$ cat config.mk
export PLATFORM = sky130hd
export DESIGN_NAME = pise_top
export DESIGN_NICKNAME = d
export VERILOG_FILES = /design/src/include/pise_pkg.sv /design/src/rtl/pise_event_latch.sv /design/src/rtl/pise_top.sv
export SDC_FILE = /design/constraint.sdc
export NUM_CORES = 1
export LEC_CHECK = 0
export BUFFER_PORTS_ARGS = -buffer_cell sky130_fd_sc_hd__buf_2
export CAP_MARGIN = 10
export CORE_UTILIZATION = 52
export DETAILED_ROUTE_END_ITERATION = 12
export HOLD_SLACK_MARGIN = 0.1
export PLACE_DENSITY = 0.76
export SLEW_MARGIN = 20
export SYNTH_ARGS = -nofsm -noshare
export SYNTH_HDL_FRONTEND = slang
export SYNTH_HIERARCHICAL = 1
export SYNTH_SLANG_ARGS = --single-unit
export TNS_END_PERCENT = 50
$ cat constraint.sdc
create_clock -name sys_clk -period 1.8 [get_ports sys_clk]
set_input_delay 0.09 -clock sys_clk [delete_from_list [all_inputs] [get_ports sys_clk]]
set_output_delay 0.09 -clock sys_clk [all_outputs]
set_load 0.02 [all_outputs]
$ cat src/include/pise_pkg.sv
// Package for the interrupt status and event control block
package pise_pkg;

  // ==========================================================
  // Register map
  localparam logic [4:0] MISC_ADDR = 5'h12; // Status and event control register
  localparam logic [4:0] CFG_ADDR = 5'h1a; // Mode select register
  localparam logic [4:0] IRQ_STAT_ADDR = 5'h1b; // Sticky event status
  localparam logic [4:0] IRQ_MASK_ADDR = 5'h1c; // Event mask

  // ==========================================================
  // Field positions in the status and event control register
  localparam int PEND_BIT = 8; // Shared pending status bit
  localparam int EN_LQ = 7; // Link quality enable
  localparam int EN_ED = 6; // Energy detect enable
  localparam int EN_LINK = 5; // Link change enable
  localparam int EN_SPD = 4; // Speed change enable
  localparam int EN_DUP = 3; // Duplex or time-sync enable
  localparam int EN_ANC = 2; // Autoneg done enable
  localparam int EN_FC = 1; // False carrier or any counter enable
  localparam int EN_RX = 0; // Rx error or control frame enable

  // Config register fields
  localparam int CFG_CMODE_LO = 0; // Counter mode field, two bits
  localparam int CFG_MODE_HI_IDX = 1; // Counter mode field, high bit
  localparam int CFG_FSEL = 2; // Interrupt function select

  // ==========================================================
  // Reset values
  localparam logic [7:0] EN_RESET = 8'h00;
  localparam logic [2:0] CFG_RESET = 3'h0;
  localparam logic [1:0] IRQ_RESET = 2'h0;

  // Event index in sticky status register
  localparam int EV_PENDREAD = 0; // Shared pending bit cleared by a read
  localparam int EV_ENABLED = 1; // Any enabled event seen

endpackage

$ cat src/rtl/pise_event_latch.sv
// Pending bit latch with set-priority over read clear
`timescale 1ns/10ps
`default_nettype none

module pise_event_latch (
  // Clock and reset
  input wire logic sys_clk,
  input wire logic reset_n,
  // Control
  input wire logic setPulse,
  input wire logic clearPulse,
  input wire logic armOk,
  // State
  output logic pendingReg
);

  // ==========================================================
  // Latch: set wins, re-arm gated by armOk
  logic armed_reg;

  // Pending bit
  always_ff @(posedge sys_clk or negedge reset_n) begin
    if (!reset_n) begin
      pendingReg <= 1'b0;
    end else if (setPulse && armed_reg) begin
      pendingReg <= 1'b1;
    end else if (clearPulse) begin
      pendingReg <= 1'b0;
    end
  end

  // Arming: disarmed after a set while armOk is low, re-armed when armOk
  always_ff @(posedge sys_clk or negedge reset_n) begin
    if (!reset_n) begin
      armed_reg <= 1'b1;
    end else if (setPulse && armed_reg && !armOk) begin
      armed_reg <= 1'b0;
    end else if (armOk) begin
      armed_reg <= 1'b1;
    end
  end

endmodule

`default_nettype wire

$ cat src/rtl/pise_top.sv
// Interrupt status and event control register block
//
// Chosen here: the strobed register port.
`timescale 1ns/10ps
`default_nettype none

// Function
// [RULE1] Mode zero: bit 8 rx-error half-full, clear-on-read
// [RULE2] Other mode: bit 8 control frame, clear-on-read
// [RULE3] Bit 7 link quality enable, reset 0
// [RULE4] Bit 6 energy detect enable, reset 0
// [RULE5] Bit 5 link change enable, reset 0
// [RULE6] Bit 4 speed change enable, reset 0
// [RULE7] Bit 3 duplex or time-sync by select
// [RULE8] Bit 2 autoneg done enable, reset 0
// [RULE9] Bit 1 false-carrier half-full in mode zero
// [RULE10] Bit 1 either counter half-full otherwise
// [RULE11] Bit 0 rx-error half-full in mode zero
// [RULE12] Bit 0 control frame otherwise
// [RULE13] Time-sync rearms only when status empty
// [RULE14] Interrupt while enabled pending bit set
module pise_top (
  // Clock and reset
  input wire logic sys_clk,
  input wire logic reset_n,
  // Register port
  input wire logic [4:0] regAddr,
  input wire logic [15:0] regWdata,
  input wire logic regWrite,
  input wire logic regRead,
  output logic [15:0] regRdata,
  // Event sources, pins
  input wire logic linkQualityEvent,
  input wire logic energyDetectEvent,
  input wire logic linkChangeEvent,
  input wire logic speedChangeEvent,
  input wire logic duplexChangeEvent,
  input wire logic timeSyncEvent,
  input wire logic timeSyncStatusEmpty,
  input wire logic autonegDoneEvent,
  input wire logic falseCarrierHalfFull,
  input wire logic rxErrorHalfFull,
  input wire logic controlFrameEvent,
  // Interrupt outputs
  output logic phyIrq,
  output logic irqOut
);

  // ==========================================================
  // Input synchronisers
  logic [10:0] evMeta_reg; // First stage, read only by second stage
  logic [10:0] evSync_reg; // Second stage
  logic [10:0] evPrev_reg; // Edge detect history
  logic [10:0] evRise; // One-cycle event pulses

  // An event reaches the logic two edges after its pin rises, so a
  // pin must stay high for at least one clock or its edge may be lost.
  // Two flip-flops per pin before any logic
  always_ff @(posedge sys_clk or negedge reset_n) begin
    if (!reset_n) begin
      evMeta_reg <= 11'h000;
      evSync_reg <= 11'h000;
      evPrev_reg <= 11'h000;
    end else begin
      evMeta_reg <= {timeSyncStatusEmpty, linkQualityEvent, energyDetectEvent,
                     linkChangeEvent, speedChangeEvent, duplexChangeEvent,
                     timeSyncEvent, autonegDoneEvent, falseCarrierHalfFull,
                     rxErrorHalfFull, controlFrameEvent};
      evSync_reg <= evMeta_reg;
      evPrev_reg <= evSync_reg;
    end
  end

  // Rising edges; status-empty stays a level
  assign evRise = evSync_reg & ~evPrev_reg;

  logic tsEmpty; // Time-sync status reports empty, a level
  logic lqEv; // Link quality event pulse
  logic edEv; // Energy detect event pulse
  logic lnkEv; // Link change event pulse
  logic spdEv; // Speed change event pulse
  logic dupEv; // Duplex change event pulse
  logic tsEv; // Time-sync event pulse
  logic ancEv; // Autoneg done event pulse
  logic fcEv; // False carrier half-full pulse
  logic rxEv; // Rx error half-full pulse
  logic cfEv; // Control frame event pulse
  assign tsEmpty = evSync_reg[10];
  assign lqEv = evRise[9];
  assign edEv = evRise[8];
  assign lnkEv = evRise[7];
  assign spdEv = evRise[6];
  assign dupEv = evRise[5];
  assign tsEv = evRise[4];
  assign ancEv = evRise[3];
  assign fcEv = evRise[2];
  assign rxEv = evRise[1];
  assign cfEv = evRise[0];

  // ==========================================================
  // Software registers
  logic [7:0] enable_reg; // Event enables, bits 7..0
  logic [2:0] cfg_reg; // Counter mode and function select
  logic [1:0] irqStat_reg; // Sticky status
  logic [1:0] irqMask_reg; // Mask for irqOut

  // Decode of a write to one address
  function automatic logic wrHit(input logic [4:0] a, input logic w, input logic [4:0] t);
    return w && (a == t);
  endfunction

  // Enable bits, all read-write and reset to zero
  always_ff @(posedge sys_clk or negedge reset_n) begin
    if (!reset_n) begin
      enable_reg <= pise_pkg::EN_RESET; // RULE3 RULE4 RULE5 RULE6 RULE8
    end else if (wrHit(regAddr, regWrite, pise_pkg::MISC_ADDR)) begin
      enable_reg <= regWdata[7:0]; // RULE3 RULE4 RULE5 RULE6 RULE8
    end
  end

  // Mode select register
  always_ff @(posedge sys_clk or negedge reset_n) begin
    if (!reset_n) begin
      cfg_reg <= pise_pkg::CFG_RESET;
    end else if (wrHit(regAddr, regWrite, pise_pkg::CFG_ADDR)) begin
      cfg_reg <= regWdata[2:0];
    end
  end

  // Any nonzero counter mode selects the alternate sources for bits 8, 1 and 0
  logic altMode; // Either counter mode bit set
  logic fnSel; // Time-sync function selected
  assign altMode = |cfg_reg[pise_pkg::CFG_MODE_HI_IDX:pise_pkg::CFG_CMODE_LO];
  assign fnSel = cfg_reg[pise_pkg::CFG_FSEL];

  // ==========================================================
  // Shared pending bit 8
  logic pendSet; // Source for bit 8 by mode
  logic miscRead; // Read of the status register
  logic pendState; // Latched pending bit
  assign pendSet = altMode ? cfEv : rxEv; // RULE1 RULE2
  assign miscRead = regRead && (regAddr == pise_pkg::MISC_ADDR);

  // A read in the cycle of a new set returns 0 but leaves the bit pending,
  // so the event shows on the next read rather than being lost.
  // Pending latch, cleared by the read, set wins
  pise_event_latch uPend (
    .sys_clk(sys_clk),
    .reset_n(reset_n),
    .setPulse(pendSet),
    .clearPulse(miscRead), // RULE1 RULE2
    .armOk(1'b1),
    .pendingReg(pendState)
  );

  // ==========================================================
  // Time-sync arming: one raise, then wait for empty status
  // From the cycle after the status reports empty every event passes; the disarm only
  // holds back repeats while software still has status to drain.
  logic tsArmed_reg;
  logic tsGated;

  always_ff @(posedge sys_clk or negedge reset_n) begin
    if (!reset_n) begin
      tsArmed_reg <= 1'b1;
    end else if (tsEv && tsArmed_reg && !tsEmpty) begin
      tsArmed_reg <= 1'b0; // RULE13
    end else if (tsEmpty) begin
      tsArmed_reg <= 1'b1; // RULE13
    end
  end
  assign tsGated = tsEv && tsArmed_reg;

  // ==========================================================
  // Enabled event detection
  logic [7:0] evVec;
  always_comb begin
    evVec = 8'h00;
    evVec[pise_pkg::EN_LQ] = lqEv;
    evVec[pise_pkg::EN_ED] = edEv;
    evVec[pise_pkg::EN_LINK] = lnkEv;
    evVec[pise_pkg::EN_SPD] = spdEv;
    evVec[pise_pkg::EN_DUP] = fnSel ? tsGated : dupEv; // RULE7 RULE13
    evVec[pise_pkg::EN_ANC] = ancEv;
    evVec[pise_pkg::EN_FC] = altMode ? (fcEv | rxEv) : fcEv; // RULE9 RULE10
    evVec[pise_pkg::EN_RX] = altMode ? cfEv : rxEv; // RULE11 RULE12
  end

  logic anyEnabled;
  assign anyEnabled = |(evVec & enable_reg);

  // Enabled events held until the status register is read
  logic enPend_reg;
  always_ff @(posedge sys_clk or negedge reset_n) begin
    if (!reset_n) begin
      enPend_reg <= 1'b0;
    end else if (anyEnabled) begin
      enPend_reg <= 1'b1; // RULE14
    end else if (miscRead) begin
      enPend_reg <= 1'b0; // RULE14
    end
  end

  // Device interrupt line
  always_ff @(posedge sys_clk or negedge reset_n) begin
    if (!reset_n) begin
      phyIrq <= 1'b0;
    end else begin
      phyIrq <= (enPend_reg && !miscRead) || anyEnabled; // RULE14
    end
  end

  // ==========================================================
  // Sticky status and mask
  logic [1:0] irqEv;
  assign irqEv = {anyEnabled, pendSet};

  // Set wins over write-one-to-clear
  always_ff @(posedge sys_clk or negedge reset_n) begin
    if (!reset_n) begin
      irqStat_reg <= pise_pkg::IRQ_RESET;
    end else if (wrHit(regAddr, regWrite, pise_pkg::IRQ_STAT_ADDR)) begin
      irqStat_reg <= (irqStat_reg & ~regWdata[1:0]) | irqEv;
    end else begin
      irqStat_reg <= irqStat_reg | irqEv;
    end
  end

  // Mask register
  always_ff @(posedge sys_clk or negedge reset_n) begin
    if (!reset_n) begin
      irqMask_reg <= pise_pkg::IRQ_RESET;
    end else if (wrHit(regAddr, regWrite, pise_pkg::IRQ_MASK_ADDR)) begin
      irqMask_reg <= regWdata[1:0];
    end
  end

  // System interrupt level
  always_ff @(posedge sys_clk or negedge reset_n) begin
    if (!reset_n) begin
      irqOut <= 1'b0;
    end else begin
      irqOut <= |(irqStat_reg & irqMask_reg);
    end
  end

  // ==========================================================
  // Read data, one cycle after the strobe
  always_ff @(posedge sys_clk or negedge reset_n) begin
    if (!reset_n) begin
      regRdata <= 16'h0000;
    end else if (regRead) begin
      unique case (regAddr)
        pise_pkg::MISC_ADDR: regRdata <= {7'h00, pendState, enable_reg}; // RULE1 RULE2
        pise_pkg::CFG_ADDR: regRdata <= {13'h0000, cfg_reg};
        pise_pkg::IRQ_STAT_ADDR: regRdata <= {14'h0000, irqStat_reg};
        pise_pkg::IRQ_MASK_ADDR: regRdata <= {14'h0000, irqMask_reg};
        default: regRdata <= 16'h0000;
      endcase
    end else begin
      regRdata <= 16'h0000;
    end
  end

  // ==========================================================
  // Checks
  // Each source check sees the one-cycle pulse after the edge detector,
  // so the interrupt line must follow at the very next edge.

  // Bit 8 source and its clear by the read
  a_pend_read_clear: assert property (@(posedge sys_clk) disable iff (!reset_n) // RULE1
    (miscRead && !pendSet) |=> !pendState) else $error("pending not cleared by read");
  a_pend_rx_src: assert property (@(posedge sys_clk) disable iff (!reset_n) // RULE1
    (!altMode && rxEv) |=> pendState) else $error("rx error half-full not latched");
  a_pend_mode_src: assert property (@(posedge sys_clk) disable iff (!reset_n) // RULE2
    (altMode && cfEv) |=> pendState) else $error("control frame not latched");

  // Enable register write and read back
  a_en_write_take: assert property (@(posedge sys_clk) disable iff (!reset_n) // RULE3
    wrHit(regAddr, regWrite, pise_pkg::MISC_ADDR) |=> enable_reg == $past(regWdata[7:0]))
    else $error("enable write lost");
  a_en_read_back: assert property (@(posedge sys_clk) disable iff (!reset_n) // RULE4
    miscRead |=> regRdata[7:0] == $past(enable_reg)) else $error("enable readback wrong");

  // One check per enabled source
  a_lq_enable_irq: assert property (@(posedge sys_clk) disable iff (!reset_n) // RULE3
    (enable_reg[pise_pkg::EN_LQ] && lqEv) |=> phyIrq)
    else $error("link quality irq missed");
  a_ed_enable_irq: assert property (@(posedge sys_clk) disable iff (!reset_n) // RULE4
    (enable_reg[pise_pkg::EN_ED] && edEv) |=> phyIrq)
    else $error("energy detect irq missed");
  a_link_enable_irq: assert property (@(posedge sys_clk) disable iff (!reset_n) // RULE5
    (enable_reg[pise_pkg::EN_LINK] && lnkEv) |=> phyIrq)
    else $error("link change irq missed");
  a_spd_enable_irq: assert property (@(posedge sys_clk) disable iff (!reset_n) // RULE6
    (enable_reg[pise_pkg::EN_SPD] && spdEv) |=> phyIrq)
    else $error("speed change irq missed");
  a_dup_sel_dup: assert property (@(posedge sys_clk) disable iff (!reset_n) // RULE7
    (!fnSel && enable_reg[pise_pkg::EN_DUP] && dupEv) |=> phyIrq)
    else $error("duplex irq missed");
  a_dup_sel_ts: assert property (@(posedge sys_clk) disable iff (!reset_n) // RULE7
    (fnSel && enable_reg[pise_pkg::EN_DUP] && tsGated) |=> phyIrq)
    else $error("time-sync irq missed");
  a_anc_enable_irq: assert property (@(posedge sys_clk) disable iff (!reset_n) // RULE8
    (enable_reg[pise_pkg::EN_ANC] && ancEv) |=> phyIrq)
    else $error("autoneg done irq missed");
  a_fc_mode_zero: assert property (@(posedge sys_clk) disable iff (!reset_n) // RULE9
    (!altMode && enable_reg[pise_pkg::EN_FC] && fcEv) |=> phyIrq)
    else $error("false carrier irq missed");
  a_ctr_alt_rx: assert property (@(posedge sys_clk) disable iff (!reset_n) // RULE10
    (altMode && enable_reg[pise_pkg::EN_FC] && rxEv) |=> phyIrq)
    else $error("counter irq missed");
  a_rx_mode_zero: assert property (@(posedge sys_clk) disable iff (!reset_n) // RULE11
    (!altMode && enable_reg[pise_pkg::EN_RX] && rxEv) |=> phyIrq)
    else $error("rx error irq missed");
  a_cf_alt_bit0: assert property (@(posedge sys_clk) disable iff (!reset_n) // RULE12
    (altMode && enable_reg[pise_pkg::EN_RX] && cfEv) |=> phyIrq)
    else $error("control frame irq missed");

  // Time-sync arming
  a_ts_rearm_hold: assert property (@(posedge sys_clk) disable iff (!reset_n) // RULE13
    (!tsArmed_reg && !tsEmpty) |=> !tsArmed_reg) else $error("time-sync rearmed early");

  // Interrupt lines
  a_irq_no_cause: assert property (@(posedge sys_clk) disable iff (!reset_n) // RULE14
    (!enPend_reg && !anyEnabled) |=> !phyIrq) else $error("spurious interrupt");
  a_irq_read_clear: assert property (@(posedge sys_clk) disable iff (!reset_n) // RULE14
    (miscRead && !anyEnabled) |=> !enPend_reg) else $error("pending irq not cleared");
  a_irq_mask_out: assert property (@(posedge sys_clk) disable iff (!reset_n)
    (|(irqStat_reg & irqMask_reg)) |=> irqOut) else $error("masked irq missing");

  // Main scenarios
  c_pend_read: cover property (@(posedge sys_clk) disable iff (!reset_n)
    pendState ##1 miscRead ##1 !pendState);
  c_ts_rearm: cover property (@(posedge sys_clk) disable iff (!reset_n)
    !tsArmed_reg ##1 tsArmed_reg);
  c_irq_cycle: cover property (@(posedge sys_clk) disable iff (!reset_n)
    phyIrq ##[1:20] !phyIrq);
  c_ctr_alt: cover property (@(posedge sys_clk) disable iff (!reset_n)
    altMode && rxEv && enable_reg[pise_pkg::EN_FC]);
  c_ts_blocked: cover property (@(posedge sys_clk) disable iff (!reset_n)
    tsEv && !tsArmed_reg);

endmodule

`default_nettype wire

Word-level counts from Yosys, hierarchy flattened
Cells that the tools add are included.
{"block": "op_classes", "reduce_logical": 17, "mux": 11, "n_bitwise": 9, "n_eq_ne": 4}
{"cell": "$pmux 9 s4", "count": 1}
{"cell": "$eq 5x5->1 const B", "count": 4}
{"cell": "$mux 16", "count": 1}
{"cell": "$and 10x10->10", "count": 1}
{"cell": "$not 10->10", "count": 1}
{"cell": "$and 8x8->8", "count": 1}
{"cell": "$logic_and 1x1->1", "count": 8}
{"cell": "$mux 1", "count": 8}
{"cell": "$reduce_or 8->1", "count": 1}
{"cell": "$reduce_bool 2->1", "count": 3}
{"cell": "$and 2x2->2", "count": 2}
{"cell": "$or 2x2->2", "count": 2}
{"cell": "$reduce_or 2->1", "count": 2}
{"cell": "$logic_not 1->1", "count": 2}
{"cell": "$mux 2", "count": 1}
{"cell": "$not 2->2", "count": 1}
{"cell": "$logic_or 1x1->1", "count": 1}
{"cell": "$or 1x1->1", "count": 1}
{"block": "word_totals", "input_bits": 36, "register_bits": 68, "output_inout_bits": 18, "word_cells": 54}

Depth between registers and ports, before layout
{"block": "depth", "word_depth": 8, "depth_mapped": 5, "ltp_nobuf": 4}

Modules after synthesis
The synthesis kept the hierarchy.
{"module": "pise_top", "seq_area_each_um2": 1502.7, "cells_each": 141, "area_each_um2": 2167.1, "instances": 1}
{"module": "pise_event_latch", "seq_area_each_um2": 51.3, "cells_each": 7, "area_each_um2": 75.1, "instances": 1}

Worst setup path before layout
OpenSTA, ideal clock, no wires.
{"block": "synth_timing", "kind": "register -> register", "from": "register evSync_reg[4]", "to": "register enPend_reg", "n_path_buf": 0, "stages_incl_launch_ff": 5, "setup_ns": 0.149, "t_required_ns": 1.651, "arrival_time_ns": 1.266, "synth_period_minus_slack_ns": 1.415, "setup_slack_ns": 0.385, "cell_sequence": "dfrtp_1 -> nor2b_1 -> a32o_1 -> a222oi_1 -> o211ai_1"}
{"block": "synth_via", "elab_chain_len": 6}
{"element": "start, declared", "line_no": "pise_top.sv:52", "text": "logic [10:0] evSync_reg;"}
{"element": "start signal, assigned", "line_no": "pise_top.sv:69", "text": "evSync_reg <= evMeta_reg;"}
{"element": "$and 10x10->10 (*)", "line_no": "pise_top.sv:75", "text": "assign evRise = evSync_reg & ~evPrev_reg;"}
{"element": "$logic_and 1x1->1 (*)", "line_no": "pise_top.sv:172", "text": "assign tsGated = tsEv && tsArmed_reg;"}
{"element": "$mux 1 (*)", "line_no": "pise_top.sv:183", "text": "evVec[pise_pkg::EN_DUP] = fnSel ? tsGated : dupEv;"}
{"element": "$and 8x8->8 (*)", "line_no": "pise_top.sv:190", "text": "assign anyEnabled = |(evVec & enable_reg);"}
{"element": "$reduce_or 8->1 (*)", "line_no": "pise_top.sv:190"}
{"element": "$mux 1 / $reduce_bool 2->1 (equally long branches)"}
{"element": "end signal, assigned", "line_no": "pise_top.sv:196", "text": "enPend_reg <= 1'b0;"}
{"element": "end signal, assigned", "line_no": "pise_top.sv:198", "text": "enPend_reg <= 1'b1;"}
{"element": "end signal, assigned", "line_no": "pise_top.sv:200", "text": "enPend_reg <= 1'b0;"}
{"element": "end, declared", "line_no": "pise_top.sv:193", "text": "logic enPend_reg;"}
Mark *: on every way between the ends. The rest lies on a longest branch, timed or not.
A chain may end at the register's enable or synchronous reset.

Worst setup path after layout
Same ends and word-level chain as after synthesis.

==> metrics.cfg <==
[clock_tree]
hold_buffers = 22
cts.clk_slew.worst_paths_ps = 70
cts_tree = built
cts-root-buf = clkbuf_8
numClockSinks = 62
cts_buffers = 9
cts_setup_buffers = 0
clk_latency_ps = 330
cts_resized = 0
htree_num_levels = 3
clockBufferDepth = 2

[logic_synthesis]
syn_area_um2 = 2240
syn_avg_cell_area_um2 = 15.1
ys_seq_area_frac = 0.693
yosysWarnings = 6
synth_cell_types = 38
netlist_instances = 148
ys_ff_latch = 62

[sta]
max-slew-margin-rel = 0.664
tns_ps = 0
slew_viol_final = 0
setup-violations-final = 0
fmax_mhz = 629
layout_min_cycle_time_ps = 1590
finalHoldViolCount = 0
rsz0062_at_grt = no
finalClockSkew_ps = 6.81
worstMarginPinSlew_ps = 503
fin_crit_sh = 0.883

[floorplan]
dieArea_um2 = 4580
ios = 54
die_y_um = 67.7
rows = 23
initial_core_util = 0.553
core_region_area_um2 = 4060
die_w_um = 67.7

[finish]
multi_input_area_um2 = 624
areaGrowthSynthToFinish_pct = 28.3
layout_common_cells = 60 x dfrtp_1, 38 x buf_2, 22 x dlygate4sd3_1
final_net_count = 255
layoutNonFillerInstCount = 274
regArea_um2 = 1550
drive_gt1_frac = 0.326
final_common_cell = dfrtp_1
antenna_cells = 0
filler_cell_count = 289

[global_routing]
grt_pass1_wl_um = 6080
overflow = 0
antenna_found_initial = 0
grt_max_degree = 63
grt_use_total = 0.194
grt_pass1_vias = 1390

[critical_path]
end_kind = register
crit_family = compound AO/OA/AOI/OAI gates
crit_fanout = 3
max_stage_delay_ps = 510
timing.rr.start = evSync_reg[4]
critPathKind = register to register
start_kind = register
reg2reg_to = enPend_reg
cp_slowest_cell = a222oi_1
r2r_setup_slack_ps = 210
worstPathArrival_ps = 1770
worstPathRequired_ps = 1980
critPathBufInv = 0
worstPathCellList = nor2b_1 -> a32o_1 -> a222oi_1 -> o211ai_1
r2r_cells = 4

[route]
ant_nets = 0
first_iter_violations = 60
routed_via_density = 5.02
first_pass_iters = 5
vias = 1375
drt-total-wl_um = 3770
routedWlPerCell_um = 13.8
drc = 0

[placed_design]
placed_cells = 236
io_buffers = 38
place.detailed.hpwl_um = 2490
routabilityCongestion = 0.837

[run_status]
outcome = finished clean

[power]
p_total_w = 0.00293
vdd_drop_max_uv = 561
powerDensity_nw_per_um2 = 1020
power_leakage_nw = 1.42

[worst_hold_path]
hold_depth = 3
min_to = irqStat_reg[0]
hold_class = input port to register
min_from = regWrite

[job]
maxCapViolCount = 0

power breakdown:
part           internal, W  switching [W]
clock network     0.000497       0.000541
logic             0.000165       0.000146
registers          0.00151      0.0000765
total              0.00217       0.000763
cells in the mapped netlist:
master	instances	area, um^2
nor2_1	2	7.51
nand3_1	4	20.0
nand2_4	1	11.3
inv_1	7	26.3
a31o_2	1	8.76
o22ai_1	1	6.26
a311oi_1	1	8.76
nor4b_4	1	23.8
a21o_1	2	15.0
nor3_2	1	10.0
nor2b_1	3	18.8
o21ai_0	1	5.00
a32o_1	1	10.0
a222oi_1	1	10.0
dfrtp_1	60	1500
nand2b_1	2	12.5
o21a_1	1	7.51
mux2_4	8	120
mux2i_1	1	10.0
o211ai_1	3	22.5
buf_4	8	60.1
nand3b_1	3	22.5
and3_1	6	37.5
and3b_1	1	8.76
o21bai_1	1	7.51
mux2_1	5	56.3
nand2_1	4	15.0
nor3b_2	1	12.5
dfstp_2	2	52.6
nor4_4	1	21.3
nand2_2	1	6.26
and2_1	1	6.26
a21oi_1	2	10.0
a22o_1	1	8.76
a22oi_1	4	30.0
a32oi_1	1	8.76
nor3b_1	2	15.0
conb_1	2	7.51
cells by family (layout without fill, tap and decap cells):
logic type,Yosys count,count (layout),synth area share
and+or+nand+nor,34,34,0.111
AOI/OAI and AO/OA,21,21,0.0709
other,2,8,0.00335
muxes,14,14,0.0831
DFF,62,62,0.693
buffers and inverters,15,85,0.0385
tightest hold or removal path, cell delays in order:
cell and delay (ps):
buf_2 140, nand3_1 90, a21o_1 120
layout make-up:
type                    instances  area share
clock inverters                 7      0.0170
multi-input cells              77       0.217
flip-flops and latches         62       0.540
clock buffers                   9      0.0430
inverters                       7     0.00913
well taps                      50      0.0217
repair buffers                 62       0.152
metrics by stage:
step	utilization	area, um^2	worst slack (ps)	hold WS (ps)
3_5_place_dp	0.612	2480	262	120
5_1_grt	0.709	2880	145	138
6_report	0.709	2880	211	136
2_1_floorplan	-	2260	385	-206
4_1_cts	0.709	2880	217	118
3_3_place_gp	0.612	2480	261	111
routing by layer:
metal	GRT usage	up-vias	part of all wire
met4	0.136	0	0.012
met1	0.232	674	0.45
met5	0	-	0
li1	-	646	-
met2	0.297	51	0.49
met3	0.0625	4	0.056
how the worst max path moves through the flow:
stage                        startpoint         end  cells after the start
after CTS                 evSync_reg[4]  enPend_reg                      4
after global placement    evSync_reg[4]      phyIrq                      4
final                     evSync_reg[4]  enPend_reg                      4
after floorplan           evSync_reg[4]  enPend_reg                      4
after detailed placement  evSync_reg[4]  enPend_reg                      4
after global routing      evSync_reg[4]      phyIrq                      4
Power figures use the tool's default switching activity.
